===== src/shared/rss_defines.vh =====
// Summary of operation
// Rightmost status digit shows combined blocking inputs
// Blocking digit: 0 none,1 low,2 high,3 both
// Middle green digit shows angle-basis input
// External select: input 0 sine, 1 cosine
// Leftmost green digit shows remote reset input
// Test mode asserts start/operate outputs singly
// Serial address zero means communication unused
// Line rates 300..9600 baud, default 9600
// Comm counter zero when working, else scrolls
// Remote setting changes need stored password
// Key pair or command clears records 1-8
// Supply interruption clears recorded-value registers
// Address, rate, password survive supply loss
// Low-set operate delay 0.1-1.0s, 1.0-10.0s
// Saturating low/high start counters 0-255
// Synchronise blocking, angle and reset inputs
`ifndef RSS_DEFINES_VH
`define RSS_DEFINES_VH
// Register byte addresses
`define RSS_ADDR_STATUS 8'h00
`define RSS_ADDR_CTRL 8'h04
`define RSS_ADDR_TEST 8'h08
`define RSS_ADDR_COMM_ADDR 8'h0c
`define RSS_ADDR_RATE 8'h10
`define RSS_ADDR_PASSWORD 8'h14
`define RSS_ADDR_PW_ENTRY 8'h18
`define RSS_ADDR_COMM_CNT 8'h1c
`define RSS_ADDR_DELAY 8'h20
`define RSS_ADDR_IRQ_STAT 8'h24
`define RSS_ADDR_IRQ_MASK 8'h28
`define RSS_ADDR_REC_LOW 8'h2c
`define RSS_ADDR_REC_HIGH 8'h30
`define RSS_ADDR_CMD 8'h34
// Field positions
`define RSS_CTRL_EXT_SEL 0
`define RSS_CTRL_RANGE 1
`define RSS_CMD_CLEAR 0
// Line rate codes
`define RSS_RATE_300 3'h0
`define RSS_RATE_1200 3'h1
`define RSS_RATE_2400 3'h2
`define RSS_RATE_4800 3'h3
`define RSS_RATE_9600 3'h4
// Reset values
`define RSS_RATE_RESET 3'h4
`define RSS_DELAY_RESET 7'h01
`define RSS_MASK_RESET 4'h0
// Interrupt status bits
`define RSS_IRQ_LOW_START 0
`define RSS_IRQ_HIGH_START 1
`define RSS_IRQ_CLEARED 2
`define RSS_IRQ_PW_REFUSED 3
// Timing: delay step 100 ms at 250 MHz
`define RSS_CLK_MHZ 250
`define RSS_STEP_MS 100
`define RSS_STEP_CYCLES (`RSS_STEP_MS * 1000 * `RSS_CLK_MHZ)
// Comm counter scroll period 10 ms
`define RSS_SCROLL_MS 10
`define RSS_SCROLL_CYCLES (`RSS_SCROLL_MS * 1000 * `RSS_CLK_MHZ)
`endif


===== src/rtl/rss_sync.v =====
`timescale 1ns/1ps
// Two-flop synchroniser for a bundle of level inputs
module rss_sync #(
    parameter WIDTH = 3
) (
    input wire clk,
    input wire rst_b,
    input wire [WIDTH-1:0] async_in,
    output wire [WIDTH-1:0] sync_out
);
    reg [WIDTH-1:0] meta_q; // First stage, read only by second
    reg [WIDTH-1:0] sync_q; // Second stage, safe to use

    // Sample twice to settle metastability
    always @(posedge clk or negedge rst_b) begin
        if (!rst_b) begin
            meta_q <= {WIDTH{1'b0}};
            sync_q <= {WIDTH{1'b0}};
        end else begin
            meta_q <= async_in;
            sync_q <= meta_q;
        end
    end

    assign sync_out = sync_q;
endmodule // rss_sync


===== src/rtl/rss_top.v =====
`timescale 1ns/1ps
`include "rss_defines.vh"
// Status and setup registers of the neutral overcurrent module
// Setup values sit in flops that only rst_b clears. supply_lost
// stands for a dip of the auxiliary supply: it wipes the records
// but leaves address, line rate and password in place.
// Field inputs pass a two-flop synchroniser, so the display and
// the gating lag the pins by two clocks; clean levels are worth it.
module rss_top #(
    parameter STEP_CYCLES = `RSS_STEP_CYCLES,
    parameter SCROLL_CYCLES = `RSS_SCROLL_CYCLES
) (
    input wire clk,
    input wire rst_b,

    // Register bus, read data one cycle after rd
    input wire [7:0] addr,
    input wire [31:0] wdata,
    input wire wr,
    input wire rd,
    output reg [31:0] rdata,

    // Field inputs, levels from the terminal
    input wire low_stage_block_input,
    input wire high_stage_block_input,
    input wire angle_basis_select_input,
    input wire remote_reset_input,

    // Front keys and record clear sources
    input wire step_key,
    input wire reset_key,
    input wire clear_records_command,
    input wire supply_lost,

    // Serial link state and origin of a write
    input wire comm_ok,
    input wire remote_write,

    // One-cycle start pulses for the counters
    input wire low_stage_start,
    input wire high_stage_start,

    // Protection levels, passed through or forced in test
    input wire low_stage_start_in,
    input wire low_stage_operate_in,
    input wire high_stage_start_in,
    input wire high_stage_operate_in,

    // Output relay drives
    output wire low_start_out,
    output wire low_operate_out,
    output wire high_start_out,
    output wire high_operate_out,

    // Derived settings and status
    output wire use_cosine,
    output wire comm_enabled,
    output wire [2:0] line_rate,
    output reg low_delay_done,
    output wire irq
);
    // Synchronised inputs: low block, high block, angle, remote reset
    wire [3:0] sync_w;
    rss_sync #(.WIDTH(4)) u_sync (
        .clk(clk),
        .rst_b(rst_b),
        .async_in({remote_reset_input, angle_basis_select_input,
                   high_stage_block_input, low_stage_block_input}),
        .sync_out(sync_w)
    );
    // Bit order follows the blocking digit: low-set stage is bit 0
    wire blk_low = sync_w[0];
    wire blk_high = sync_w[1];
    wire angle_sel = sync_w[2];
    wire rem_reset = sync_w[3];

    // Digit values; blocking digit is a two-bit code
    // Gaps between digits read zero so each nibble is one digit
    wire [1:0] block_digit = {blk_high, blk_low};
    wire [31:0] status_word = {20'h0, 3'h0, rem_reset, 3'h0, angle_sel,
                               2'h0, block_digit};

    // Setup state; held in the always-on domain, not by rst-from-supply; the start records clear on supply_lost
    reg [1:0] ctrl_q; // External select, delay range
    reg [2:0] test_q; // 0 off, 1..4 selects one output
    reg [7:0] comm_addr_q; // Serial address
    reg [2:0] rate_q; // Line rate code
    reg [15:0] password_q; // Stored password
    reg [15:0] pw_entry_q; // Password offered by remote party
    reg [7:0] comm_cnt_q; // Bus communication counter
    reg [6:0] delay_q; // Delay setting in steps
    reg [3:0] irq_stat_q; // Sticky events
    reg [3:0] irq_mask_q; // Interrupt enables
    reg [7:0] rec_low_q; // Low-set start count
    reg [7:0] rec_high_q; // High-set start count

    // Remote writes need the password; local writes always pass
    // The entry is kept, so a remote party stays trusted until the
    // stored password is changed; a refused write raises an event
    wire pw_ok = (pw_entry_q == password_q);
    wire wr_ok = wr && (!remote_write || pw_ok);
    wire wr_refused = wr && remote_write && !pw_ok;

    // Clear sources for the records
    // Both keys must be high in one cycle; one key alone clears nothing
    wire keys_clear = step_key && reset_key;
    wire cmd_clear = wr_ok && (addr == `RSS_ADDR_CMD) &&
                     wdata[`RSS_CMD_CLEAR];
    wire rec_clear = keys_clear || clear_records_command || cmd_clear ||
                     supply_lost;

    // Test codes: one relay at a time, so a wiring fault shows alone
    localparam TEST_OFF = 3'h0; // Normal pass-through
    localparam TEST_LOW_START = 3'h1; // Low-set start relay
    localparam TEST_LOW_OP = 3'h2; // Low-set operate relay
    localparam TEST_HIGH_START = 3'h3; // High-set start relay
    localparam TEST_HIGH_OP = 3'h4; // High-set operate relay

    // Test mode: one output forced at a time, else pass-through
    assign low_start_out = (test_q == TEST_LOW_START) ? 1'b1 :
        (test_q == TEST_OFF) ? low_stage_start_in : 1'b0;
    assign low_operate_out = (test_q == TEST_LOW_OP) ? 1'b1 :
        (test_q == TEST_OFF) ? (low_stage_operate_in & ~blk_low) : 1'b0;
    assign high_start_out = (test_q == TEST_HIGH_START) ? 1'b1 :
        (test_q == TEST_OFF) ? high_stage_start_in : 1'b0;
    assign high_operate_out = (test_q == TEST_HIGH_OP) ? 1'b1 :
        (test_q == TEST_OFF) ?
        (high_stage_operate_in & ~blk_high) : 1'b0;

    // Characteristic select follows the angle input only when enabled
    assign use_cosine = ctrl_q[`RSS_CTRL_EXT_SEL] & angle_sel;
    assign comm_enabled = (comm_addr_q != 8'h00);
    assign line_rate = rate_q;

    // Setup registers; not cleared by supply loss, only by rst_b
    always @(posedge clk or negedge rst_b) begin
        if (!rst_b) begin
            // Power-on defaults: 9600 Bd, shortest delay, all masked
            ctrl_q <= 2'h0;
            test_q <= 3'h0;
            comm_addr_q <= 8'h00;
            rate_q <= `RSS_RATE_RESET;
            password_q <= 16'h0000;
            pw_entry_q <= 16'h0000;
            delay_q <= `RSS_DELAY_RESET;
            irq_mask_q <= `RSS_MASK_RESET;
        end else if (wr) begin
            // Password entry itself is always accepted
            if (addr == `RSS_ADDR_PW_ENTRY) begin
                pw_entry_q <= wdata[15:0];
            end else if (wr_ok) begin
                if (addr == `RSS_ADDR_CTRL) begin
                    // Bit 0 lets the angle input pick the characteristic
                    ctrl_q <= wdata[1:0];
                end else if (addr == `RSS_ADDR_TEST) begin
                    // Codes above four turn the test off
                    test_q <= (wdata[2:0] > TEST_HIGH_OP) ? TEST_OFF :
                        wdata[2:0];
                end else if (addr == `RSS_ADDR_COMM_ADDR) begin
                    // Zero switches the serial side off
                    comm_addr_q <= wdata[7:0];
                end else if (addr == `RSS_ADDR_RATE) begin
                    // Codes beyond the rate table rejected, rate kept
                    if (wdata <= {29'h0, `RSS_RATE_9600}) begin
                        rate_q <= wdata[2:0];
                    end
                end else if (addr == `RSS_ADDR_PASSWORD) begin
                    // Write only; never read back over the bus
                    password_q <= wdata[15:0];
                end else if (addr == `RSS_ADDR_DELAY) begin
                    // Range 0: 1..10 steps; range 1: 10..100 steps
                    if (wdata[6:0] >= 7'h01 && wdata[6:0] <= 7'h0a) begin
                        delay_q <= wdata[6:0];
                    end
                end else if (addr == `RSS_ADDR_IRQ_MASK) begin
                    // Enables for the single irq level
                    irq_mask_q <= wdata[3:0];
                end
            end
        end
    end

    // Comm counter: held at zero when link works, scrolls otherwise
    // Address zero means no link is expected, so it never scrolls;
    // the divider restarts whenever the link comes back
    reg [31:0] scroll_q; // Scroll rate divider
    always @(posedge clk or negedge rst_b) begin
        if (!rst_b) begin
            scroll_q <= 32'h0;
            comm_cnt_q <= 8'h00;
        end else if (comm_ok || !comm_enabled) begin
            scroll_q <= 32'h0;
            comm_cnt_q <= 8'h00;
        end else if (scroll_q >= SCROLL_CYCLES - 1) begin
            scroll_q <= 32'h0;
            comm_cnt_q <= comm_cnt_q + 8'h01; // wraps 255 to 0
        end else begin
            scroll_q <= scroll_q + 32'h1;
        end
    end

    // Start counters saturate at 255, cleared by any clear source
    // Clear beats a start pulse in the same cycle, so a wipe is total;
    // saturation stops a long fault from wrapping to a small count
    always @(posedge clk or negedge rst_b) begin
        if (!rst_b) begin
            rec_low_q <= 8'h00;
            rec_high_q <= 8'h00;
        end else if (rec_clear) begin
            rec_low_q <= 8'h00;
            rec_high_q <= 8'h00;
        end else begin
            if (low_stage_start && rec_low_q != 8'hff) begin
                rec_low_q <= rec_low_q + 8'h01;
            end
            if (high_stage_start && rec_high_q != 8'hff) begin
                rec_high_q <= rec_high_q + 8'h01;
            end
        end
    end

    // Low-set operate delay: step enable then step count
    // Range bit multiplies the setting by ten: 0.1 s or 1 s steps.
    // The divider runs only while the stage is started, and done is
    // registered, so it rises one clock after the last step
    reg [31:0] step_div_q; // 100 ms divider
    reg [6:0] steps_q; // Elapsed steps while started
    wire step_en = (step_div_q >= STEP_CYCLES - 1);
    wire [6:0] delay_steps = ctrl_q[`RSS_CTRL_RANGE] ?
        (delay_q * 7'd10) : delay_q;
    always @(posedge clk or negedge rst_b) begin
        if (!rst_b) begin
            step_div_q <= 32'h0;
            steps_q <= 7'h00;
            low_delay_done <= 1'b0;
        end else if (!low_stage_start_in || blk_low) begin
            // Start dropped or stage blocked: restart timing
            step_div_q <= 32'h0;
            steps_q <= 7'h00;
            low_delay_done <= 1'b0;
        end else begin
            step_div_q <= step_en ? 32'h0 : step_div_q + 32'h1;
            if (step_en && steps_q < delay_steps) begin
                steps_q <= steps_q + 7'h01;
            end
            low_delay_done <= (steps_q >= delay_steps);
        end
    end

    // Sticky events, set wins over write-one-to-clear
    // A refused remote write is an event too, so software learns
    // of a wrong password; the mask gates only the irq output
    wire [3:0] irq_set = {wr_refused, rec_clear, high_stage_start,
                          low_stage_start};
    wire [3:0] irq_clr = (wr_ok && addr == `RSS_ADDR_IRQ_STAT) ?
                         wdata[3:0] : 4'h0;
    always @(posedge clk or negedge rst_b) begin
        if (!rst_b) begin
            irq_stat_q <= 4'h0;
        end else begin
            irq_stat_q <= (irq_stat_q & ~irq_clr) | irq_set;
        end
    end
    assign irq = |(irq_stat_q & irq_mask_q);

    // Read data registered, valid the cycle after rd
    // Write-only words read zero, so the password never leaks
    always @(posedge clk or negedge rst_b) begin
        if (!rst_b) begin
            rdata <= 32'h0;
        end else if (rd) begin
            if (addr == `RSS_ADDR_STATUS) begin
                // Display digits, one per nibble
                rdata <= status_word;
            end else if (addr == `RSS_ADDR_CTRL) begin
                rdata <= {30'h0, ctrl_q};
            end else if (addr == `RSS_ADDR_TEST) begin
                rdata <= {29'h0, test_q};
            end else if (addr == `RSS_ADDR_COMM_ADDR) begin
                rdata <= {24'h0, comm_addr_q};
            end else if (addr == `RSS_ADDR_RATE) begin
                rdata <= {29'h0, rate_q};
            end else if (addr == `RSS_ADDR_COMM_CNT) begin
                // Live count, scrolling while the link is down
                rdata <= {24'h0, comm_cnt_q};
            end else if (addr == `RSS_ADDR_DELAY) begin
                rdata <= {25'h0, delay_q};
            end else if (addr == `RSS_ADDR_IRQ_STAT) begin
                // Sticky events as they stand before this edge
                rdata <= {28'h0, irq_stat_q};
            end else if (addr == `RSS_ADDR_IRQ_MASK) begin
                rdata <= {28'h0, irq_mask_q};
            end else if (addr == `RSS_ADDR_REC_LOW) begin
                // Start counts, zeroed by any clear source
                rdata <= {24'h0, rec_low_q};
            end else if (addr == `RSS_ADDR_REC_HIGH) begin
                rdata <= {24'h0, rec_high_q};
            end else begin
                // Password, entry, command and unmapped read zero
                rdata <= 32'h0;
            end
        end
    end
endmodule // rss_top


===== config.mk =====
export PLATFORM = sky130hd
export DESIGN_NAME = rss_top
export DESIGN_NICKNAME = d
export VERILOG_FILES = /design/src/rtl/rss_sync.v /design/src/rtl/rss_top.v
export VERILOG_INCLUDE_DIRS = /design/src /design/src/shared
export SDC_FILE = /design/constraint.sdc
export NUM_CORES = 1
export LEC_CHECK = 0
export BUFFER_PORTS_ARGS = -buffer_cell sky130_fd_sc_hd__buf_2
export CORE_MARGIN = 2
export CORE_UTILIZATION = 25
export CTS_CLUSTER_SIZE = 40
export DETAILED_ROUTE_END_ITERATION = 7
export PLACE_DENSITY = 0.53
export SLEW_MARGIN = 10
export SYNTH_ARGS = -nofsm -noshare
export SYNTH_HDL_FRONTEND = slang
export SYNTH_SLANG_ARGS = --single-unit

===== constraint.sdc =====
create_clock -name clk -period 8.4 [get_ports clk]
set_clock_uncertainty 0.1 [all_clocks]
set_input_delay 0 -clock clk [delete_from_list [all_inputs] [get_ports clk]]
set_output_delay 0 -clock clk [all_outputs]
set_load 0.03 [all_outputs]

==> results.py, run 1 <==
metrics = {
    "global_routing": {
        "grt_use_met2_pct": 19.04,
        "antenna_found_initial": 0,
        "grt_pass1_wl_um": 35900,
        "grt_max_degree": 111,
        "met3_usage_pct": 2.613,
        "grt_usage_pct": 12.52,
        "top_usage_layer": "met2",
        "globalRouteOverflowTotal": 0,
        "grt_pass1_vias": 6525,
        "met1_usage_pct": 18.02,
    },
    "setup_path": {
        "crit_path_start_kind": "register",
        "path_cells": "ha_1 > ha_1 > fa_1 > xnor2_1 > xnor2_1 > nand2_1 > o21ai_0 > ha_1 > or2_2 > o41ai_1 > nand3_1 > or4_1 > nand2_1",
        "crit_fanout": 5,
        "critical_path.top_delay_family": "simple AND/OR/NAND/NOR gates",
        "slowest_delay_ns": 0.52,
        "crit_type": "reg2reg",
        "critPathMostFrequentCell": "ha_1",
        "crit_arrival_ns": 4.10,
        "crit_required_ns": 8.68,
        "path_buf_inv": 0,
        "worst_setup_path_end_kind": "register",
        "slowest_stage": "or4_1",
    },
    "floorplan": {
        "rows": 68,
        "core_area_sq_um": 34710,
        "start_util_pct": 25.51,
        "dieArea_sq_um": 36940,
        "ioPinCount": 103,
        "die_h_um": 192.2,
        "dieWidth_um": 192.2,
    },
    "outcome": {
        "status": "complete, no violations",
    },
    "power": {
        "peakVddDrop_uv": 146.0,
        "p_leak_nw": 4.677,
        "p_per_area_nw_per_um2": 174.3,
    },
    "drt": {
        "postRouteWirelength_um": 22320,
        "vias": 6671,
        "drtIter0Drc": 490,
        "drc": 0,
        "viasPerCell": 4.582,
        "firstDrtPassIters": 5,
        "ant_nets": 0,
        "wl_per_cell_um": 15.33,
    },
    "timing": {
        "min_period_ns": 3.822,
        "setup_viol": 0,
        "finalMaxSlewViolations": 0,
        "fmax_mhz": 261.7,
        "tightest_slew_ns": 1.106,
        "finalHoldViolCount": 0,
        "tns_ns": 0,
        "slew_headroom_pct": 26.28,
        "rsz0062_at_grt": "no",
        "fin_crit_sh_pct": 45.50,
    },
    "clocking": {
        "cts_root_buf": "clkbuf_16",
        "cts_setup_buffers": 0,
        "insertion_delay_ns": 0.44,
        "clock-sinks": 176,
        "cts_resized": 0,
        "cts-htree-levels": 4,
        "cts_buffer_depth": 2,
        "cts_tree": "yes",
        "cts_made_buffers": 17,
        "cts.clk_slew.worst_paths_ns": 0.07,
    },
    "yosys": {
        "yosysSeqAreaShare_pct": 49.77,
        "ys_warn_count": 0,
        "synth_area_per_cell_sq_um": 10.36,
        "syn_inst": 855,
        "synth-main-ff-cell": "dfrtp_1",
        "ys_ff_latch": 176,
        "synth-edff-count": 0,
        "ys_types": 67,
        "async_flop_share_pct": 100.0,
        "synth.cell_area_sq_um": 8855,
    },
    "finish": {
        "design_area_sq_um": 10750,
        "layout.nets": 1066,
        "n_antenna_cell": 0,
        "drive_gt1_share_pct": 18.68,
        "area_growth_pct": 21.38,
    },
    "placement": {
        "dpl_cell_area_sq_um": 9723,
        "hpwl_um": 16000,
        "finalWeightedCongestion": 0.8175,
        "io_buffers": 79,
    },
    "hold_path": {
        "worst_hold_path_type": "in2reg",
    },
    "flow_run": {
        "drv_cap": 0,
    },
}
## layer usage
layer / up-vias / wire (um) / share of wire [%]
li1: 3235 / - / -
met5: - / 0 / 0
met1: 3282 / 10900 / 49
met4: 0 / 272 / 1.2
met3: 23 / 935 / 4.2
met2: 131 / 10210 / 46
## worst register-to-register path: stages, from the launching register on
cell and delay, ns:
dfrtp_1 0.43, ha_1 0.32, ha_1 0.21, fa_1 0.38
xnor2_1 0.20, xnor2_1 0.08, nand2_1 0.06, o21ai_0 0.09
ha_1 0.21, or2_2 0.30, o41ai_1 0.51, nand3_1 0.27
or4_1 0.52, nand2_1 0.08
## report_power, final
group / internal [W] / switching (W) / total (W)
registers: 0.000867 / 0.0000157 / 0.000883
logic: 0.0000590 / 0.000107 / 0.000166
clock network: 0.000431 / 0.000393 / 0.000825
## state kept, by name, indices dropped and copies added, names as in the netlist, 4 cells and up
| name | count |
|---|---|
| pw_entry_q | 16 |
| u_sync.sync_out | 4 |
| rdata | 9 |
| delay_q | 7 |
| irq_mask_q | 4 |
| rec_high_q | 8 |
| u_sync.meta_q | 4 |
| scroll_q | 32 |
| comm_addr_q | 8 |
| steps_q | 7 |
| irq_stat_q | 4 |
| comm_cnt_q | 8 |
| rec_low_q | 8 |
| step_div_q | 32 |
| password_q | 16 |
## cell usage after synthesis (4+ instances only)
| library cell | count | area share (%) |
|---|---|---|
| dfrtp_1 | 174 | 49 |
| nor2_1 | 106 | 4.5 |
| nand2_1 | 56 | 2.4 |
| mux2_2 | 54 | 6.9 |
| xnor2_1 | 53 | 5.2 |
| nand3_1 | 44 | 2.5 |
| o21ai_0 | 31 | 1.8 |
| a21oi_1 | 30 | 1.7 |
| xor2_1 | 29 | 2.9 |
| nand4_1 | 27 | 1.9 |
| buf_4 | 23 | 2.0 |
| clkbuf_1 | 21 | 0.89 |
| nor3_1 | 19 | 1.1 |
| inv_1 | 18 | 0.76 |
| ha_1 | 17 | 2.4 |
| nor4_1 | 17 | 1.2 |
| and3_1 | 13 | 0.92 |
| mux2i_1 | 12 | 1.4 |
| and2_1 | 8 | 0.57 |
| a221oi_1 | 6 | 0.59 |
| a22oi_1 | 6 | 0.51 |
| a211oi_1 | 5 | 0.42 |
| a21o_1 | 5 | 0.42 |
| and4_1 | 5 | 0.49 |
| nand2b_1 | 5 | 0.35 |
| a22o_1 | 4 | 0.40 |
| buf_2 | 4 | 0.23 |
| nor3b_1 | 4 | 0.34 |
| or4_1 | 4 | 0.34 |
## path summary, 6_finish.rpt
| kind | cells past startpoint | to | from | slack (ns) |
|---|---|---|---|---|
| worst max-delay path | 13 | steps_q[6] | delay_q[1] | 4.58 |
| worst min-delay path | 6 | line_rate[1] | wdata[18] | 0.06 |
| worst max register to register | 13 | steps_q[6] | delay_q[1] | 4.58 |
| worst min register to register | 0 | u_sync.sync_out[2] | u_sync.meta_q[2] | 0.25 |
| max in group asynchronous | 3 | step_div_q[5] | rst_b | 6.50 |
| min in group asynchronous | 2 | rec_low_q[1] | rst_b | 0.11 |
## area by class of cell
type / instances / area, sq um
fill: 3619 / 23970
sequential: 176 / 4407
multi-input combinational: 650 / 4240
timing repair buffer: 125 / 849.6
tap: 455 / 569.3
clock buffer: 17 / 425.4
clock inverter: 15 / 188.9
inverter: 18 / 67.56
## stage by stage
step           setup WS (ns)  util (%)  hold slack [ns]  power (W)  std cells
3_3_place_gp           4.718     28.01         0.007388   0.001052       1383
4_1_cts                4.623     30.96          0.05960   0.001903       1456
6_report               4.578     30.96          0.06090   0.001873       1456
3_5_place_dp           4.664     28.01         0.009317   0.001054       1383
5_1_grt                4.293     30.96          0.07785   0.001953       1456
2_1_floorplan          4.966         -          -0.3956  0.0009948        894
## kinds of logic (layout without fill, tap and decap cells)
logic type	Yosys count	count (layout)	share of synthesized area, %
mux	66	66	8.224
flops	176	176	49.77
xor+xnor	82	82	8.111
compound gates	118	118	8.888
simple gates	326	326	18.34
other cells	1	40	0.04235
fa+ha+maj	18	18	2.628
buf+inv	68	175	3.999
## what timing repair did
item | CTS | global route
hold buffers | 41 | 0
setup endpoints to repair | 0 | 0
hold endpoints to repair | 192 | 0
## placed cells by master, fill, tap and decap left out, types with 3 or more instances in the layout
cell / n
a211oi_1: 5
a21o_1: 5
a21oi_1: 30
a221oi_1: 6
a22o_1: 4
a22oi_1: 6
and2_1: 8
and2b_2: 3
and3_1: 13
and4_1: 5
buf_2: 78
buf_4: 5
clkbuf_16: 17
clkinv_8: 3
conb_1: 40
dfrtp_1: 174
dlygate4sd3_1: 41
ha_1: 17
inv_1: 18
inv_6: 3
inv_8: 6
mux2_2: 54
mux2i_1: 12
nand2_1: 56
nand2b_1: 5
nand3_1: 44
nand4_1: 27
nor2_1: 106
nor2b_1: 3
nor3_1: 19
nor3b_1: 4
nor4_1: 17
o211ai_1: 3
o21ai_0: 31
o21ai_1: 3
or2_2: 3
or3_1: 3
or4_1: 4
xnor2_1: 53
xor2_1: 29
Note: power is estimated with default switching activity, not from simulation.
==> run 2, diff against run 1 <==
clock period = 3.9 ns   (was 8.4 ns; I/O delays follow)
==> results.py, run 2 (synthesis gave the netlist of run 1 again) <==
metrics = {
    "floorplan": {
        "core_area_sq_um": 34710,
        "rows": 68,
        "dieWidth_um": 192.2,
        "die_h_um": 192.2,
        "dieArea_sq_um": 36940,
        "ioPinCount": 103,
        "start_util_pct": 25.51,
    },
    "placement": {
        "hpwl_um": 15910,
        "dpl_cell_area_sq_um": 9743,
        "io_buffers": 79,
        "finalWeightedCongestion": 0.8373,
    },
    "drt": {
        "viasPerCell": 4.592,
        "drtIter0Drc": 582,
        "wl_per_cell_um": 15.40,
        "firstDrtPassIters": 5,
        "vias": 6705,
        "ant_nets": 0,
        "postRouteWirelength_um": 22480,
        "drc": 0,
    },
    "power": {
        "p_leak_nw": 4.702,
        "peakVddDrop_uv": 291.4,
        "p_per_area_nw_per_um2": 374.5,
    },
    "clocking": {
        "clock-sinks": 176,
        "cts_root_buf": "clkbuf_16",
        "cts_buffer_depth": 2,
        "cts_setup_buffers": 0,
        "cts_tree": "yes",
        "cts-htree-levels": 4,
        "cts.clk_slew.worst_paths_ns": 0.07,
        "insertion_delay_ns": 0.44,
        "cts_made_buffers": 17,
    },
    "timing": {
        "fmax_mhz": 277.9,
        "min_period_ns": 3.599,
        "tns_ns": 0,
        "tightest_slew_ns": 0.9854,
        "finalMaxSlewViolations": 0,
        "rsz0062_at_grt": "no",
        "slew_headroom_pct": 34.31,
        "fin_crit_sh_pct": 92.28,
        "finalHoldViolCount": 0,
        "setup_viol": 0,
    },
    "global_routing": {
        "globalRouteOverflowTotal": 0,
        "grt_pass1_vias": 6557,
        "grt_pass1_wl_um": 36360,
        "antenna_found_initial": 1,
        "grt_usage_pct": 12.67,
        "grt_max_degree": 104,
    },
    "finish": {
        "multiInputGateArea_sq_um": 4248,
        "design_area_sq_um": 10790,
        "drive_gt1_share_pct": 18.71,
        "final_cell_mix": "dfrtp_1 (174), nor2_1 (106), buf_2 (78)",
        "regArea_sq_um": 4407,
        "fill_cells": 3636,
        "area_growth_pct": 21.89,
        "layout.nets": 1070,
        "n_antenna_cell": 0,
        "largestRegisters": "scroll_q (32), step_div_q (32)",
        "final_common_cell": "dfrtp_1",
    },
    "setup_path": {
        "crit_type": "reg2reg",
        "crit_required_ns": 4.17,
        "crit_fanout": 5,
        "crit_arrival_ns": 3.87,
        "worst_setup_path_end_kind": "register",
        "crit_path_start_kind": "register",
    },
    "outcome": {
        "status": "complete, no violations",
    },
    "hold_path": {
        "worst_hold_path_type": "in2reg",
    },
    "flow_run": {
        "drv_cap": 0,
    },
}
run 2: cell count changes in the layout (fill, tap and decap cells not counted):
cell / change
clkinv_8: -3
dlygate4sd3_1: +3
clkinv_4: +2
buf_12: +1
bufinv_16: +1
clkbuf_1: +1
clkinv_2: +1
inv_6: -1
inv_8: -1
o41ai_1: -1
o41ai_2: +1
run 2: timing repair:
action	CTS	global route
endpoints found under the hold margin	183	0
gates resized for setup	0	1
setup endpoints to repair	0	2
hold buffers	44	0
run 2: path summary, 6_finish.rpt:
check | from | slack, ns | end | cells after the start
max | delay_q[1] | 0.30 | steps_q[4] | 14
min | wr | 0.04 | irq_stat_q[2] | 4
max reg2reg | delay_q[1] | 0.30 | steps_q[4] | 14
min reg2reg | u_sync.meta_q[1] | 0.26 | u_sync.sync_out[1] | 0
max in group asynchronous | rst_b | 2.64 | pw_entry_q[12] | 3
min in group asynchronous | rst_b | 0.14 | rec_low_q[2] | 2
run 2: area by class of cell:
type	count	area share, %
timing repair buffer	129	8.335
inverter	18	0.6260
clock inverter	14	1.600
sequential	176	40.83
multi-input combinational	650	39.36
clock buffer	18	3.976
tap	455	5.275
run 2: per-stage QoR:
stage / hold slack, ns / power [W] / setup WS (ns) / util (%) / std cells
2_1_floorplan: -0.3956 / 0.002143 / 0.4664 / - / 894
3_3_place_gp: 0.008220 / 0.002269 / 0.2305 / 28.07 / 1384
3_5_place_dp: 0.01172 / 0.002273 / 0.1648 / 28.07 / 1384
4_1_cts: 0.02086 / 0.004095 / 0.1322 / 31.07 / 1460
5_1_grt: 0.05765 / 0.004215 / 0.05560 / 31.09 / 1460
6_report: 0.04253 / 0.004042 / 0.3013 / 31.09 / 1460
run 2: worst max-delay path: stages (launching register included):
cell,delay [ns]
dfrtp_1,0.43
ha_1,0.31
ha_1,0.22
fa_1,0.38
xnor2_1,0.19
xnor2_1,0.08
nand2_1,0.06
o21ai_0,0.09
ha_1,0.21
or2_2,0.31
o221a_2,0.27
o41ai_2,0.08
nand3_1,0.23
or4_1,0.50
nand2_1,0.08
run 2: power by group:
part	total [W]	switching [W]	internal, W
logic	0.000362	0.000231	0.000131
clock network	0.00178	0.000806	0.000972
registers	0.00190	0.0000343	0.00187
run 2: per-layer routing:
layer	vias to the layer above	GRT usage, %	part of all wire [%]
li1	3231	-	-
met1	3307	18.15	48
met2	149	19.40	46
met3	18	2.668	4.4
met4	0	3.112	1.1
met5	-	0	0
